$ cat src/rtl/disc_ctl_defines.svh
// Named constants for the disc track verify and write retry block
`ifndef DISC_CTL_DEFINES_SVH
`define DISC_CTL_DEFINES_SVH
`define TRACK_ID_W 6
`define RETRY_LIMIT 2'h3
`define WRITE_LIMIT 2'h3
`define STATUS_W 8
`define PART_W 8
`define SEL_CONTROL 0
`define SEL_CYLINDER 1
`define SEL_HEAD_DIR 2
`define SEL_DIFFERENCE 3
`define SEL_W 4
`define ZERO2 2'h0
`define ONE2 2'h1
`endif

$ cat src/rtl/disc_ctl_pkg.sv
// Types shared by the disc track verify and write retry block
`include "disc_ctl_defines.svh"
package disc_ctl_pkg;
    typedef enum logic [2:0] {
        ST_IDLE = 3'b000,
        ST_WAIT_PREAMBLE = 3'b001,
        ST_COMPARE = 3'b010,
        ST_WRITE = 3'b011,
        ST_VERIFY = 3'b100,
        ST_STATUS = 3'b101
    } op_state_t;
    typedef struct packed {
        logic wrong_track;
        logic error;
        logic bad_sector;
        logic recal;
    } fault_t;
endpackage

$ cat src/rtl/disc_track_verify_write_retry.sv
// Disc controller track verify, write retry and drive select control
// Functional notes
// - Four select lines choose file bus group
// - Select lines gated off during system reset
// - Terminate pulse clears stored partition number
// - Write command sets track read flag
// - Track identifier is six bits modulo 64
// - Mismatch retries; fourth failure sets wrong track
// - Wrong track forces recalibrate and error
// - Three verified write attempts then mark bad
// - Operation started with seek needed issues disconnect reset
// - Tunnel erase set/cleared by cylinder, sector
// - Hold switch freezes state on bad status
// - Single pulse on preamble detection
// - Write routed only to selected drive
// - System reset clears operation state
// - Status flip-flop drives ready and data
// - Controller clear from reset or status done
`timescale 1ns/1ps
`include "disc_ctl_defines.svh"
module disc_track_verify_write_retry (
    input wire logic clk_sys,
    input wire logic reset_n,
    input wire logic power_fail_manual_reset,
    input wire logic [`SEL_W-1:0] select_request,
    input wire logic start_read,
    input wire logic start_write,
    input wire logic seek_needed,
    input wire logic on_cylinder,
    input wire logic preamble_seen,
    input wire logic [`TRACK_ID_W-1:0] track_id_in,
    input wire logic [`TRACK_ID_W-1:0] cylinder_addr,
    input wire logic verify_ok,
    input wire logic verify_done,
    input wire logic sector_pulse,
    input wire logic [`TRACK_ID_W-1:0] erase_on_sector,
    input wire logic [`TRACK_ID_W-1:0] erase_off_sector,
    input wire logic transfer_terminate_pulse,
    input wire logic [`PART_W-1:0] partition_in,
    input wire logic partition_load,
    input wire logic hold_on_fault_switch,
    input wire logic drive_b_selected,
    input wire logic status_taken,
    output logic select_control_group,
    output logic select_cylinder_group,
    output logic select_head_direction_group,
    output logic select_difference_group,
    output logic write_a,
    output logic write_b,
    output logic tunnel_erase_ff,
    output logic track_read_ff,
    output logic write_attempt_three,
    output logic op_disconnect_reset,
    output logic preamble_detect_pulse,
    output logic status_ready,
    output logic [`STATUS_W-1:0] channel_data_lines,
    output logic [`PART_W-1:0] partition_number,
    output disc_ctl_pkg::fault_t fault
);
    import disc_ctl_pkg::*;

    // Pin synchronisers: two stages before any logic
    logic [1:0] s_pre, s_sysrst, s_hold;
    logic pre_sync, sysrst_sync, hold_sync;
    always_ff @(posedge clk_sys or negedge reset_n) begin
        if (!reset_n) begin
            s_pre <= `ZERO2;
            s_sysrst <= `ZERO2;
            s_hold <= `ZERO2;
        end else begin
            s_pre <= {s_pre[0], preamble_seen};
            s_sysrst <= {s_sysrst[0], power_fail_manual_reset};
            s_hold <= {s_hold[0], hold_on_fault_switch};
        end
    end
    assign pre_sync = s_pre[1];
    assign sysrst_sync = s_sysrst[1];
    assign hold_sync = s_hold[1];

    // Preamble edge to a one-cycle pulse
    pulse_gen u_pre (
        .clk_sys(clk_sys),
        .reset_n(reset_n),
        .level(pre_sync),
        .pulse(preamble_detect_pulse)
    );

    op_state_t state, next_state;
    logic [1:0] retry_cnt, next_retry_cnt;
    logic [1:0] tally, next_tally;
    logic is_write, next_is_write;
    logic next_track_read;
    logic next_tunnel;
    logic next_disc_rst;
    logic [`PART_W-1:0] next_partition;
    fault_t next_fault;
    logic controller_clear;
    logic frozen;
    logic id_match;

    // Clear from system reset or finished status delivery
    assign controller_clear = sysrst_sync |
        (state == ST_STATUS && status_taken);
    // Freeze only while bad status is reported and switch is on;
    // system reset still wins so a frozen controller can be recovered
    assign frozen = hold_sync && !sysrst_sync && state == ST_STATUS &&
        (fault.error || fault.bad_sector);
    // Six-bit compare wraps naturally modulo 64
    assign id_match = track_id_in == cylinder_addr;

    // Operation sequencer next-state logic
    always_comb begin
        next_state = state;
        next_retry_cnt = retry_cnt;
        next_tally = tally;
        next_is_write = is_write;
        next_track_read = track_read_ff;
        next_fault = fault;
        next_disc_rst = 1'b0;
        next_partition = partition_number;
        if (partition_load) begin
            next_partition = partition_in;
        end
        if (transfer_terminate_pulse) begin
            next_partition = '0;
        end
        unique case (state)
            ST_IDLE: begin
                if (start_read || start_write) begin
                    next_retry_cnt = `ZERO2;
                    next_tally = `ZERO2;
                    next_is_write = start_write;
                    next_fault = '0;
                    next_track_read = start_write;
                    next_state = ST_WAIT_PREAMBLE;
                    // Seek cannot finish this cycle: release host
                    next_disc_rst = seek_needed;
                end
            end
            ST_WAIT_PREAMBLE: begin
                // First sector after the heads are on cylinder
                if (on_cylinder && preamble_detect_pulse) begin
                    next_state = ST_COMPARE;
                end
            end
            ST_COMPARE: begin
                if (id_match) begin
                    next_track_read = 1'b0;
                    next_state = is_write ? ST_WRITE : ST_STATUS;
                end else if (retry_cnt == `RETRY_LIMIT) begin
                    next_fault.wrong_track = 1'b1;
                    next_fault.recal = 1'b1;
                    next_fault.error = 1'b1;
                    next_state = ST_STATUS;
                end else begin
                    next_retry_cnt = retry_cnt + `ONE2;
                    next_state = ST_WAIT_PREAMBLE;
                end
            end
            ST_WRITE: begin
                next_tally = tally + `ONE2;
                next_state = ST_VERIFY;
            end
            ST_VERIFY: begin
                if (verify_done) begin
                    if (verify_ok) begin
                        next_state = ST_STATUS;
                    end else if (tally == `WRITE_LIMIT) begin
                        next_fault.bad_sector = 1'b1;
                        next_fault.error = 1'b1;
                        next_state = ST_STATUS;
                    end else begin
                        next_state = ST_WRITE;
                    end
                end
            end
            ST_STATUS: begin
                if (status_taken) begin
                    next_state = ST_IDLE;
                end
            end
            default: begin
                next_state = ST_IDLE;
            end
        endcase
        // Counters and flags are held as well while frozen
        if (controller_clear && !frozen) begin
            next_state = ST_IDLE;
            next_track_read = 1'b0;
            next_retry_cnt = `ZERO2;
            next_tally = `ZERO2;
            next_is_write = 1'b0;
            if (sysrst_sync) begin
                next_fault = '0;
            end
        end
        if (frozen) begin
            // Hold state and fault bits for probing
            next_state = state;
            next_fault = fault;
        end
    end

    // Operation state registers
    always_ff @(posedge clk_sys or negedge reset_n) begin
        if (!reset_n) begin
            state <= ST_IDLE;
            retry_cnt <= `ZERO2;
            tally <= `ZERO2;
            is_write <= 1'b0;
            track_read_ff <= 1'b0;
            fault <= '0;
            op_disconnect_reset <= 1'b0;
            partition_number <= '0;
        end else begin
            state <= next_state;
            retry_cnt <= next_retry_cnt;
            tally <= next_tally;
            is_write <= next_is_write;
            track_read_ff <= next_track_read;
            fault <= next_fault;
            op_disconnect_reset <= next_disc_rst;
            partition_number <= next_partition;
        end
    end

    // Third attempt flag straight from the tally
    assign write_attempt_three = tally == `WRITE_LIMIT;

    // Tunnel erase: JK style set/clear at sector positions
    always_comb begin
        next_tunnel = tunnel_erase_ff;
        if (state != ST_WRITE && state != ST_VERIFY) begin
            next_tunnel = 1'b0;
        end else if (sector_pulse && cylinder_addr == erase_on_sector) begin
            next_tunnel = 1'b1;
        end else if (sector_pulse && cylinder_addr == erase_off_sector) begin
            next_tunnel = 1'b0;
        end
    end
    always_ff @(posedge clk_sys or negedge reset_n) begin
        if (!reset_n) begin
            tunnel_erase_ff <= 1'b0;
        end else begin
            tunnel_erase_ff <= next_tunnel;
        end
    end

    // Select lines: registered, forced low while system reset
    logic [`SEL_W-1:0] sel, next_sel;
    always_comb begin
        next_sel = sysrst_sync ? '0 : select_request;
    end
    always_ff @(posedge clk_sys or negedge reset_n) begin
        if (!reset_n) begin
            sel <= '0;
        end else begin
            sel <= next_sel;
        end
    end
    assign select_control_group = sel[`SEL_CONTROL];
    assign select_cylinder_group = sel[`SEL_CYLINDER];
    assign select_head_direction_group = sel[`SEL_HEAD_DIR];
    assign select_difference_group = sel[`SEL_DIFFERENCE];

    // Write gate only to the selected drive half
    assign write_a = (state == ST_WRITE) && !drive_b_selected;
    assign write_b = (state == ST_WRITE) && drive_b_selected;

    // Status character presented while in status state
    assign status_ready = state == ST_STATUS;
    logic [`STATUS_W-1:0] next_chan;
    always_comb begin
        next_chan = '0;
        if (next_state == ST_STATUS) begin
            next_chan = {{(`STATUS_W-4){1'b0}}, next_fault};
        end
    end
    always_ff @(posedge clk_sys or negedge reset_n) begin
        if (!reset_n) begin
            channel_data_lines <= '0;
        end else begin
            channel_data_lines <= next_chan;
        end
    end

    // Checks
    property p_sel_reset;
        @(posedge clk_sys) disable iff (!reset_n)
        sysrst_sync |=> sel == '0;
    endproperty
    a_sel_reset: assert property (p_sel_reset)
        else $error("select active during reset");
    property p_part_clear;
        @(posedge clk_sys) disable iff (!reset_n)
        transfer_terminate_pulse |=> partition_number == '0;
    endproperty
    a_part_clear: assert property (p_part_clear)
        else $error("partition not cleared");
    property p_track_read_ff;
        @(posedge clk_sys) disable iff (!reset_n)
        (state == ST_IDLE && start_write && !controller_clear)
            |=> track_read_ff;
    endproperty
    a_track_read_ff: assert property (p_track_read_ff)
        else $error("track read flag not set");
    property p_wrong;
        @(posedge clk_sys) disable iff (!reset_n)
        (state == ST_COMPARE && !id_match && retry_cnt == `RETRY_LIMIT
            && !controller_clear && !frozen)
            |=> fault.wrong_track && fault.error && fault.recal;
    endproperty
    a_wrong: assert property (p_wrong)
        else $error("wrong track not flagged");
    property p_no_early_wrong;
        @(posedge clk_sys) disable iff (!reset_n)
        $rose(fault.wrong_track) |-> $past(retry_cnt) == `RETRY_LIMIT;
    endproperty
    a_no_early_wrong: assert property (p_no_early_wrong)
        else $error("wrong track flagged early");
    property p_bad;
        @(posedge clk_sys) disable iff (!reset_n)
        $rose(fault.bad_sector) |-> $past(tally) == `WRITE_LIMIT;
    endproperty
    a_bad: assert property (p_bad)
        else $error("sector marked bad early");
    property p_pulse;
        @(posedge clk_sys) disable iff (!reset_n)
        preamble_detect_pulse |=> !preamble_detect_pulse;
    endproperty
    a_pulse: assert property (p_pulse)
        else $error("preamble pulse too long");
    property p_write_route;
        @(posedge clk_sys) disable iff (!reset_n)
        !(write_a && write_b);
    endproperty
    a_write_route: assert property (p_write_route)
        else $error("both drives written");
    property p_clear;
        @(posedge clk_sys) disable iff (!reset_n)
        sysrst_sync |=> state == ST_IDLE && tally == `ZERO2;
    endproperty
    a_clear: assert property (p_clear)
        else $error("reset did not clear");
    c_wrong: cover property (@(posedge clk_sys) $rose(fault.wrong_track));
    c_bad: cover property (@(posedge clk_sys) $rose(fault.bad_sector));
    c_disc: cover property (@(posedge clk_sys) op_disconnect_reset);
endmodule // disc_track_verify_write_retry

$ cat src/rtl/pulse_gen.sv
// Rising edge to single pulse generator
`timescale 1ns/1ps
module pulse_gen (
    input wire logic clk_sys,
    input wire logic reset_n,
    input wire logic level,
    output logic pulse
);
    logic last;
    logic next_last;
    // Remember previous level
    always_comb begin
        next_last = level;
    end
    always_ff @(posedge clk_sys or negedge reset_n) begin
        if (!reset_n) begin
            last <= 1'b0;
        end else begin
            last <= next_last;
        end
    end
    // One cycle per rising edge
    assign pulse = level & ~last;
endmodule // pulse_gen

$ cat config.mk
export PLATFORM = sky130hd
export DESIGN_NAME = disc_track_verify_write_retry
export DESIGN_NICKNAME = d
export VERILOG_FILES = /design/src/rtl/disc_ctl_pkg.sv /design/src/rtl/disc_track_verify_write_retry.sv /design/src/rtl/pulse_gen.sv
export VERILOG_INCLUDE_DIRS = /design/src /design/src/rtl
export SDC_FILE = /design/constraint.sdc
export NUM_CORES = 1
export LEC_CHECK = 0
export BUFFER_PORTS_ARGS = -buffer_cell sky130_fd_sc_hd__buf_2
export CORE_MARGIN = 4
export CORE_UTILIZATION = 51
export CTS_CLUSTER_DIAMETER = 100
export DETAILED_ROUTE_END_ITERATION = 7
export PLACE_DENSITY_LB_ADDON = 0.25
export SLEW_MARGIN = 15
export SYNTH_ARGS = -nofsm -noshare
export SYNTH_HDL_FRONTEND = slang
export SYNTH_HIERARCHICAL = 1
export SYNTH_SLANG_ARGS = --single-unit
$ cat constraint.sdc
create_clock -name clk_sys -period 3.2 [get_ports clk_sys]
set_input_delay 0.48 -clock clk_sys [delete_from_list [all_inputs] [get_ports clk_sys]]
set_output_delay 0.48 -clock clk_sys [all_outputs]
set_load 0.03 [all_outputs]
== After elaboration in Yosys (flattened, before gate mapping) ==
Index checks and enable logic that the tools add are counted.
Storage, ports and cells
  register bits: 42
  word-level logic and storage cells: 116
Cells by class
  $add $sub $neg: 2
  equality and inequality tests: 17
  mux-type cells: 49
  bitwise operators: 3
  reductions and logical operators: 27
Operators with widths (count)
  3-bit two-way mux: 11
  4-bit two-way mux: 6
  2-bit two-way mux: 10
  6-bit == test: 3
  3-bit case mux with 6 select lines: 1
  8-bit two-way mux: 2
  3-bit != test, second input constant: 5
  1-bit two-way mux: 12
  1-bit logical AND: 11
  3-bit == test, second input constant: 3
  3-bit nonzero test: 3
  1-bit case mux with 2 select lines: 4
  2-bit case mux with 2 select lines: 2
  3-bit by 2-bit == test with 1-bit output, second input constant: 2
  2-bit nonzero test: 3
  2-bit by 1-bit adder with 2-bit output, second input constant: 2
  2-bit == test, second input constant: 2
  2-bit AND reduction: 2
  4-bit AND reduction: 1
  3-bit by 1-bit == test with 1-bit output, second input constant: 1
  1-bit logical NOT: 3
  3-bit logical NOT: 1
  3-bit by 2-bit != test with 1-bit output, second input constant: 1
  1-bit case mux with 3 select lines: 1
  5 further kinds: 6

== Logic depth before layout (Yosys ltp) ==
Gate-level depths: netlist of the first run.
  depth after elaboration: 10
  mapped depth: 6
  gate-level depth less buffers: 6

== By module ==
The synthesis of the first run kept the hierarchy.
By module, submodules not included
  disc_track_verify_write_retry: times used 1, cells an instance 175, area each 1889.3 µm², sequential area each 925.9 µm²
  pulse_gen: times used 1, cells an instance 2, area each 38.8 µm², sequential area each 25.0 µm²

== Least setup slack after synthesis of the first run ==
Ideal clock, no wire load.
  path type: input-to-reg
  start point: in track_id_in[4]
  end point: reg channel_data_lines[1]
  arrival time: 1714 ps
  data required time: 3059 ps
  path slack: 1345 ps
  cell stages on the path: 5
  path through: xor2_1 nor4_4 mux2_4 a211oi_4 nor4bb_2
Between the ends
  longest elaborated chain between the ends: 7
Ends and longest elaborated chain
  from (decl): RTL line disc_track_verify_write_retry.sv:31  | input wire logic [`TRACK_ID_W-1:0] track_id_in,
  6-bit == test: RTL line disc_track_verify_write_retry.sv:109  | assign id_match = track_id_in == cylinder_addr;
  3-bit two-way mux: RTL line disc_track_verify_write_retry.sv:147  | if (id_match) begin
  3-bit case mux with 6 select lines: RTL line disc_track_verify_write_retry.sv:127  | unique case (state)
  3-bit two-way mux: RTL line disc_track_verify_write_retry.sv:187  | if (controller_clear && !frozen) begin
  3-bit two-way mux: RTL line disc_track_verify_write_retry.sv:197  | if (frozen) begin
  3-bit == test: RTL line disc_track_verify_write_retry.sv:275  | if (next_state == ST_STATUS) begin
  4-bit two-way mux: RTL line disc_track_verify_write_retry.sv:275
  net next_chan[1]: RTL line disc_track_verify_write_retry.sv:272  | logic [`STATUS_W-1:0] next_chan;
  to (signal assigned): RTL line disc_track_verify_write_retry.sv:283  | channel_data_lines <= next_chan;
  to (decl): RTL line disc_track_verify_write_retry.sv:56  | output logic [`STATUS_W-1:0] channel_data_lines,
The timed path passes the listed nets, and every way through them passes these cells.
A chain may end at the register's enable or synchronous reset.

== Worst setup path in the final report of the first run ==
  start point: reg state[0]
  end point: out write_a
Between the ends
  longest elaborated chain between the ends: 2
Ends and longest elaborated chain
  from (decl): RTL line disc_track_verify_write_retry.sv:88  | op_state_t state, next_state;
  from (signal assigned): RTL line disc_track_verify_write_retry.sv:216  | state <= next_state;
  3-bit by 2-bit == test with 1-bit output: RTL line disc_track_verify_write_retry.sv:267  | assign write_a = (state == ST_WRITE) && !drive_b_selected;
  1-bit logical AND: RTL line disc_track_verify_write_retry.sv:267
  to (decl): RTL line disc_track_verify_write_retry.sv:48  | output logic write_a,
Every way passes these cells.

==> summary.md, run 1 <==
| Metric | Value |
|---|---|
| Final nets | `310` |
| RSZ-0062 raised after global routing | `false` |
| Slew Viols, Final | `0` |
| Syn avg cell area | `10.9 um^2` |
| Antenna violations before repair | `0` |
| Complex-gate fraction of the synthesized area | `9.09%` |
| Initial drt markers | `147` |
| PD cells | `441 nW/um^2` |
| Setup Skew | `0.00680 ns` |
| Final GP Congestion | `0.747` |
| Slew Limit Headroom | `45.7%` |
| Setup CP Type | `flop to primary output` |
| Post-CTS Resized | `0` |
| Share of layout cells above drive strength 1 | `38.9%` |
| CTS tree | `yes` |
| Setup slack, reg-to-reg | `1.11 ns` |
| DIE AREA | `4830 um^2` |
| Clock sink count | `38` |
| Setup bufs post-CTS | `0` |
| Tmin final | `2.21 ns` |
| Startpoint types | `flop` |
| Worst-Skew Late Latency | `0.28 ns` |
| Initial Utilization | `52.7%` |
| Total wire length | `3.99 mm` |
| Fmax | `452 MHz` |
| Rows | `22` |
| Maximum VDD drop | `290 uV` |
| Avg WL per Cell | `13.1 um` |
| Total negative slack | `0 ns` |
| Max Cap Viol | `0` |
| Register clock-pin slew on the reported worst setup and hold paths | `0.08 ns` |
| Total number of vias | `1538` |
| Number of nets with antenna violations after routing | `0` |
| Finished Core Util | `66.8%` |
| Total overflow reported by the global router | `0` |
| Leading cell type in the layout, fill and taps excluded | `buf_2` |
| Worst path cell trace | `nand2_1 > or2_2 > nor2_1 > buf_2` |
| Hold Fails Final Rpt | `0` |
| Largest net degree at the start of global routing | `39` |
| Post-synthesis async set-or-reset flop share | `100%` |
| Input/output buffers | `79` |
| Critical Path Sink Type | `primary output` |
| DP Wirelength | `3.23 mm` |
| DRC | `0` |
| Via density | `5.04` |
| H-tree depth | `2` |
| Top_reg_cell synth | `dfrtp_1` |
| Adder-Cell Fraction of Synth Area | `1.30%` |
| # IOs | `84` |
| Post-synthesis sequential area ratio | `49.3%` |
| Most frequent cells in the layout | `buf_2 (79), dfrtp_1 (38), nor2_1 (21), xor2_1 (12), mux2i_1 (10)` |
| Number of synthesized flops with an enable pin | `0` |
| Outcome | `complete, no violations` |
| Seq cells post-synth | `38` |
| Synth-to-Final Area Change | `26.8%` |
| Antenna fix cells | `0` |
| Die height | `69.5 um` |
| Syn Inst Count | `177` |
| Arr. time, crit path | `1.73 ns` |
| CP top delay family | `flip-flops` |
| Fin crit share | `69.1%` |
| Yosys Warn Count | `6` |
| Tot Pwr | `1080 uW` |
| Lkg Pwr | `0.00127 uW` |
| Hold-fix buffers, CTS | `0` |
| Worst r2r src | `state[0]$_DFF_PN0_` |
| CP peak stage delay | `0.66 ns` |
| Largest family of logic cells by synthesized area | `simple AND/OR/NAND/NOR gates` |
| Vias in the first global route | `1573` |
| Root buf cell | `clkbuf_8` |
| Min-Delay Path Class | `primary input to asynchronous set/reset pin` |
| Worst Tran Pin Value | `0.814 ns` |
| Gr usage total | `17.3%` |
| First-pass GRT wire length | `6.87 mm` |
| Worst-path maximum fanout | `14` |
| Die X-Extent | `69.5 um` |
| Core area | `3660 um^2` |
| CP max-delay cell | `dfrtp_1` |
| Clock buffer depth | `2` |
| TritonCTS Buffers | `5` |
| Syn Std Cell Area | `1930 um^2` |
| Setup crit start | `state[0]$_DFF_PN0_` |
| Worst path bufs/invs | `1` |
| Post-synthesis xor/xnor area fraction | `8.18%` |
| Critical R2R Capture | `channel_data_lines[2]$_DFF_PN0_` |
| Post-synthesis mux area share | `6.55%` |
| Post-Synth Simple-Gate Area | `20.9%` |
| Drt pass-1 iters | `4` |
| Yosys cell types | `47` |
| Crit path required time | `2.72 ns` |
| Final setup violation count | `0` |
| Reg2Reg Depth | `5` |
per-layer routing:
layer | track usage, % | share of wire (%) | up-vias
li1 | - | - | 754
met1 | 21.2 | 41 | 715
met3 | 5.80 | 8.7 | 6
met2 | 29.6 | 49 | 63
met4 | 3.90 | 0.80 | 0
met5 | 0 | 0 | -
worst max path at each step:
stage | depth (start not counted) | end | slack (ns)
after floorplan | 5 | channel_data_lines[1]$_DFF_PN0_ | 1.35
after global placement | 6 | channel_data_lines[1]$_DFF_PN0_ | 1.13
after detailed placement | 6 | channel_data_lines[2]$_DFF_PN0_ | 1.06
after CTS | 4 | write_a | 1.0
after global routing | 4 | write_a | 0.86
final | 4 | write_a | 0.99
cell type report:
| cell class | instances | area, um^2 |
|---|---|---|
| Multi-Input combinational cell | 126 | 902 |
| Sequential cell | 38 | 951 |
| Timing Repair Buffer | 79 | 395 |
| Clock inverter | 3 | 45.0 |
| Fill cell | 303 | 1220 |
| Clock buffer | 5 | 68.8 |
| Inverter | 6 | 22.5 |
| Tap cell | 48 | 60.1 |
state kept, by name, indices dropped and copies added, names as in the netlist:
register             count
partition_number         8
channel_data_lines       4
fault                    4
sel                      4
state                    3
retry_cnt                2
s_hold                   2
s_pre                    2
s_sysrst                 2
tally                    2
is_write                 1
op_disconnect_reset      1
track_read_ff            1
tunnel_erase_ff          1
u_pre/last               1
power breakdown:
group / internal (uW) / total, uW / switching [uW]
sequential: 498 / 515 / 16.9
clock: 232 / 399 / 167
combinational: 65.9 / 164 / 97.7
total: 795 / 1080 / 282
cells by family after synthesis:
family,Yosys count
adder cells (fa/ha/maj),2
multiplexers,12
AND/OR/NAND/NOR,66
other,1
flip-flops,38
AO/OA/AOI/OAI,24
XOR/XNOR,18
buffers and inverters,16
synthesized netlist by cell type (2+ instances only):
cell | n | area (um^2)
dfrtp_1 | 38 | 951
nor2_1 | 21 | 78.8
xor2_1 | 12 | 105
mux2i_1 | 10 | 100
a21oi_1 | 9 | 45.0
nand2_1 | 9 | 33.8
nor2b_1 | 8 | 50.1
buf_4 | 7 | 52.6
inv_1 | 6 | 22.5
xnor2_1 | 6 | 52.6
nand3_1 | 4 | 20.0
o21a_1 | 4 | 30.0
and2_1 | 3 | 18.8
nor3b_1 | 3 | 22.5
clkbuf_1 | 2 | 7.51
ha_1 | 2 | 25.0
nand4_1 | 2 | 12.5
nor3_1 | 2 | 10.0
worst register-to-register path, delay by kind of cell, from the launching register on:
family           cells  cell delay (ns)
AND/OR/NAND/NOR      2             0.83
AO/OA/AOI/OAI        3             0.56
flip-flops           1             0.56
metrics by stage:
| stage | hold WS [ns] | cells | setup WS (ns) | area [um^2] |
|---|---|---|---|---|
| after floorplan | 0.184 | 180 | 1.35 | 1940 |
| after global placement | 0.332 | 297 | 1.13 | 2330 |
| after detailed placement | 0.341 | 297 | 1.06 | 2330 |
| after CTS | 0.294 | 305 | 0.999 | 2440 |
| after global routing | 0.282 | 305 | 0.855 | 2440 |
| final | 0.283 | 305 | 0.990 | 2440 |
Power figures use the tool's default switching activity.
==> run 2, diff against run 1 <==
--- a/config.mk
+++ b/config.mk
@@ -8,7 +8,7 @@
 export LEC_CHECK = 0
 export BUFFER_PORTS_ARGS = -buffer_cell sky130_fd_sc_hd__buf_2
 export CORE_MARGIN = 4
-export CORE_UTILIZATION = 51
+export CORE_UTILIZATION = 47
 export CTS_CLUSTER_DIAMETER = 100
 export DETAILED_ROUTE_END_ITERATION = 7
 export PLACE_DENSITY_LB_ADDON = 0.25
==> constraint.sdc (replaced) <==
create_clock -name clk_sys -period 2.1 [get_ports clk_sys]
set_input_delay 0.315 -clock clk_sys [delete_from_list [all_inputs] [get_ports clk_sys]]
set_output_delay 0.315 -clock clk_sys [all_outputs]
set_load 0.03 [all_outputs]
==> run 2 against run 1 <==
  * Clock power increased by 53%
  * Via count about the same
  * Total power increased by 54%
  * Worst hold slack got worse by 0.17 ns
  * Die area increased by 7.5%
  * Critical endpoint unchanged
  * Utilization decreased by 4.0 points
  * Sequential share of layout area decreased by 0.74 points
  * Worst setup slack got worse by 0.74 ns
  * Count of clock-buffer cells in the layout unchanged
  * Wire length increased by 6.1%
  * Critical path depth unchanged
==> summary.md, run 2 (synthesized netlist as in run 1, its figures left out) <==
| Metric | Value |
|---|---|
| Outcome | `complete, no violations` |
| Share of layout cells above drive strength 1 | `40.3%` |
| Core area | `3970 um^2` |
| Final nets | `316` |
| Avg WL per Cell | `13.5 um` |
| Total overflow reported by the global router | `0` |
| Final GP Congestion | `0.795` |
| Slew Limit Headroom | `46.0%` |
| Startpoint types | `flop` |
| Synth-to-Final Area Change | `29.3%` |
| Setup crit start | `state[1]$_DFF_PN0_` |
| Drt pass-1 iters | `4` |
| Final setup violation count | `0` |
| Most frequent cells in the layout | `buf_2 (79), dfrtp_1 (38), nor2_1 (21), xor2_1 (12), mux2i_1 (10)` |
| PD cells | `666 nW/um^2` |
| Tmin final | `1.85 ns` |
| H-tree depth | `2` |
| Vias in the first global route | `1548` |
| Initial drt markers | `62` |
| Maximum VDD drop | `479 uV` |
| Post-CTS Resized | `0` |
| Setup bufs post-CTS | `0` |
| Total wire length | `4.23 mm` |
| Lkg Pwr | `0.00130 uW` |
| Antenna violations before repair | `0` |
| Gr usage total | `17.1%` |
| Input/output buffers | `79` |
| Clock buffer depth | `2` |
| Initial Utilization | `48.6%` |
| Register clock-pin slew on the reported worst setup and hold paths | `0.07 ns` |
| Total negative slack | `0 ns` |
| Slew Viols, Final | `0` |
| First-pass GRT wire length | `6.91 mm` |
| Die X-Extent | `72.1 um` |
| DRC | `0` |
| Post-DP Area | `2380 um^2` |
| Reg2Reg Depth | `6` |
| Die height | `72.1 um` |
| TritonCTS Buffers | `5` |
| Root buf cell | `clkbuf_8` |
| Most flop-heavy register | `partition_number` |
| Setup Skew | `0.00496 ns` |
| Finished Cell Area | `2490 um^2` |
| Arr. time, crit path | `1.53 ns` |
| Worst Tran Pin Value | `0.809 ns` |
| Setup CP Type | `flop to primary output` |
| Largest register FFs | `8` |
| Rows | `23` |
| Critical Path Sink Type | `primary output` |
| Worst r2r src | `state[1]$_DFF_PN0_` |
| Largest net degree at the start of global routing | `39` |
| Worst-Skew Late Latency | `0.29 ns` |
| DIE AREA | `5190 um^2` |
| # IOs | `84` |
| Min-Delay Path Class | `primary input to asynchronous set/reset pin` |
| Max Cap Viol | `0` |
| Antenna fix cells | `0` |
| Finished Core Util | `62.8%` |
| DP Wirelength | `3.50 mm` |
| Crit path required time | `1.78 ns` |
| Fin crit share | `88.0%` |
| RSZ-0062 raised after global routing | `false` |
| Total number of vias | `1539` |
| Clock sink count | `38` |
| CTS tree | `yes` |
| Number of nets with antenna violations after routing | `0` |
| Leading cell type in the layout, fill and taps excluded | `buf_2` |
| Hold Fails Final Rpt | `0` |
| Via density | `4.92` |
| Fmax | `541 MHz` |
| Worst-path maximum fanout | `10` |
| Hold-fix buffers, CTS | `0` |
[run 2: cell types whose count changed in the layout (fill, tap and decap cells not counted), sizes merged]
cell	delta
buf	+6
[run 2: where the power goes]
group	leakage, uW	total (uW)	switching, uW	internal (uW)
Sequential	0.000500	774	15.0	759
Combinational	0.000750	277	165	113
Clock	0.0000504	609	256	353
Total	0.00130	1660	436	1220
[run 2: per-layer routing]
| layer | wire length (um) | global-route usage (%) | vias to the layer above |
|---|---|---|---|
| met1 | 1900 | 22.5 | 724 |
| met2 | 2030 | 27.6 | 46 |
| met3 | 297 | 6.23 | 2 |
| li1 | - | - | 767 |
| met4 | 6 | 3.13 | 0 |
| met5 | 0 | 0 | - |
[run 2: critical path, cell delays in order, from the launching register on]
cell     delay [ns]
dfrtp_1        0.51
nand2_1        0.12
or2_2          0.33
nor2_1         0.09
buf_2          0.20
[run 2: cell type report]
cell class	count	area (um^2)
multi-input cells	126	902
inverters	6	22.5
repair buffers	85	440
clock buffers	5	68.8
fillers	350	1480
clock inverters	3	45.0
well taps	50	62.6
flip-flops and latches	38	951
[run 2: worst paths after layout]
path,endpoint,slack (ns)
min in group clk_sys,s_sysrst[0]$_DFF_PN0_,0.13
min reg2reg,s_hold[1]$_DFF_PN0_,0.35
min,partition_number[5]$_DFFE_PN0P_,0.11
max in group asynchronous,sel[3]$_DFF_PN0_,1.48
max reg2reg,channel_data_lines[2]$_DFF_PN0_,0.25
max,write_a,0.25
[run 2: stage by stage]
step	setup slack [ns]	hold WS (ns)	power, uW	std cells
2_1_floorplan	0.382	0.0194	950	180
3_3_place_gp	0.221	0.333	1060	305
3_5_place_dp	0.191	0.337	1070	305
4_1_cts	0.251	0.130	1680	313
5_1_grt	0.119	0.118	1750	313
6_report	0.252	0.114	1660	313
==> run 3, diff against run 2 <==
--- a/config.mk
+++ b/config.mk
@@ -7,8 +7,7 @@
 export NUM_CORES = 1
 export LEC_CHECK = 0
 export BUFFER_PORTS_ARGS = -buffer_cell sky130_fd_sc_hd__buf_2
-export CORE_MARGIN = 4
-export CORE_UTILIZATION = 47
+export CORE_UTILIZATION = 40
 export CTS_CLUSTER_DIAMETER = 100
 export DETAILED_ROUTE_END_ITERATION = 7
 export PLACE_DENSITY_LB_ADDON = 0.25
==> run 3 against run 2 <==
  * Flip-flop and latch count is the same
  * Worst setup slack worse by 0.097 ns
  * Sequential power up 0.6%
  * Global-route usage increased by 0.47 points
  * Worst hold slack better by 0.012 ns
  * First-iteration DRC count up 13%
  * Clock power down 15%
  * Highest routed layer unchanged
==> summary.md, run 3 (synthesized netlist as in run 1, its figures left out) <==
| Metric | Value |
|---|---|
| Synth-to-Final Area Change | `28.6%` |
| Register clock-pin slew on the reported worst setup and hold paths | `0.07 ns` |
| Worst Tran Pin Value | `0.515 ns` |
| Rows | `24` |
| Tmin final | `1.95 ns` |
| Drt pass-1 iters | `4` |
| Vias in the first global route | `1562` |
| Outcome | `complete, no violations` |
| Reg area | `951 um^2` |
| Input/output buffers | `79` |
| Total number of vias | `1531` |
| Total negative slack | `0 ns` |
| Total overflow reported by the global router | `0` |
| RSZ-0062 raised after global routing | `false` |
| DP Wirelength | `3.14 mm` |
| CTS tree | `yes` |
| Share of layout cells above drive strength 1 | `39.9%` |
| PD cells | `629 nW/um^2` |
| Most frequent cells in the layout | `buf_2 (79), dfrtp_1 (38), nor2_1 (21), xor2_1 (12), mux2i_1 (10)` |
| Crit path required time | `1.78 ns` |
| Leading cell type in the layout, fill and taps excluded | `buf_2` |
| TritonCTS Buffers | `5` |
| Initial Utilization | `42.8%` |
| Worst-path maximum fanout | `13` |
| DIE AREA | `5100 um^2` |
| Min-Delay Path Class | `primary input to flop` |
| First-pass GRT wire length | `6.78 mm` |
| Fin crit share | `92.6%` |
| Lkg Pwr | `0.00130 uW` |
| Antenna fix cells | `0` |
| Via density | `4.86` |
| Initial drt markers | `70` |
| Antenna violations before repair | `0` |
| Startpoint types | `flop` |
| Final setup violation count | `0` |
| Gr usage total | `17.6%` |
| Most flop-heavy register | `partition_number` |
| Number of nets with antenna violations after routing | `0` |
| Clock sink count | `38` |
| Critical Path Sink Type | `primary output` |
| Total wire length | `3.96 mm` |
| DRC | `0` |
| Fmax | `514 MHz` |
| Maximum VDD drop | `459 uV` |
| Worst path cell trace | `nand2_1 > or2_2 > nor2_1 > buf_2` |
| Clock buffer depth | `2` |
| Slew Viols, Final | `0` |
| H-tree depth | `2` |
| CP top delay family | `flip-flops` |
| WHS | `0.126 ns` |
| Die X-Extent | `71.4 um` |
| Arr. time, crit path | `1.63 ns` |
| Final GP Congestion | `0.730` |
| Layout fillers | `414` |
| Max Cap Viol | `0` |
| CP peak stage delay | `0.59 ns` |
| Hold Fails Final Rpt | `0` |
| Root buf cell | `clkbuf_8` |
| Core area | `4500 um^2` |
| Die height | `71.4 um` |
| Worst-Skew Late Latency | `0.29 ns` |
| Slew Limit Headroom | `65.2%` |
| Setup CP Type | `flop to primary output` |
| Largest net degree at the start of global routing | `36` |
| Avg WL per Cell | `12.6 um` |
| Worst path bufs/invs | `1` |
| Largest register FFs | `8` |
| # IOs | `84` |
| Final nets | `316` |
| CP max-delay cell | `dfrtp_1` |
| Multi-input gate area | `902 um^2` |
| Setup Skew | `0.00292 ns` |
-- run 3: path summary, 6_finish.rpt --
check / start / end / slack (ns) / cells after the start
setup / recovery: state[0]$_DFF_PN0_ / write_a / 0.15 / 4
setup reg to reg: state[0]$_DFF_PN0_ / channel_data_lines[1]$_DFF_PN0_ / 0.25 / 6
hold / removal: hold_on_fault_switch / s_hold[0]$_DFF_PN0_ / 0.13 / 1
max in group asynchronous: reset_n / fault[3]$_DFF_PN0_ / 1.14 / 3
min in group asynchronous: reset_n / op_disconnect_reset$_DFF_PN0_ / 0.34 / 2
hold reg to reg: s_sysrst[0]$_DFF_PN0_ / s_sysrst[1]$_DFF_PN0_ / 0.35 / 0
-- run 3: cell type report --
| type | instances | area share, % |
|---|---|---|
| Clock inverter | 2 | 0.505 |
| Multi-Input combinational cell | 126 | 36.4 |
| Tap cell | 52 | 2.62 |
| Sequential cell | 38 | 38.4 |
| Inverter | 6 | 0.909 |
| Clock buffer | 6 | 3.33 |
| Timing Repair Buffer | 85 | 17.9 |
-- run 3: power breakdown --
part | total, uW | internal, uW | switching (uW)
sequential | 779 | 759 | 20.4
clock | 515 | 263 | 251
combinational | 265 | 110 | 156
total | 1560 | 1130 | 427
-- run 3: timing repair --
action / 4_1_cts / 5_1_grt
setup endpoints to repair: 0 / 0
gates resized for setup: 0 / 0
hold endpoints to repair: 3 / 0
hold buffers: 1 / 0
setup buffers: 0 / 0
-- run 3: worst register-to-register path, delay by kind of cell (launching register included) --
family	cells	cell delay (ns)
AO/OA/AOI/OAI	2	0.33
AND/OR/NAND/NOR	3	0.67
flip-flops	1	0.53
buffers and inverters	1	0.22
-- run 3: through the flow --
| stage | cell area (um^2) | setup slack, ns | util, % | cells | total power (uW) |
|---|---|---|---|---|---|
| 2_1_floorplan | 1940 | 0.382 | - | 180 | 950 |
| 3_3_place_gp | 2370 | 0.195 | 52.7 | 306 | 1060 |
| 3_5_place_dp | 2370 | 0.149 | 52.7 | 306 | 1060 |
| 4_1_cts | 2480 | 0.150 | 55.0 | 315 | 1580 |
| 5_1_grt | 2480 | 0.0340 | 55.0 | 315 | 1640 |
| 6_report | 2480 | 0.155 | 55.0 | 315 | 1560 |
-- run 3: per-layer routing --
layer  share of wire, %  routed length, um  vias up  track usage [%]
met4                2.2                 88        0             9.56
met1                 45               1770      704             20.9
met3                6.5                257        9             4.78
met5                  0                  0        -                0
li1                   -                  -      764                -
met2                 47               1840       54             29.1
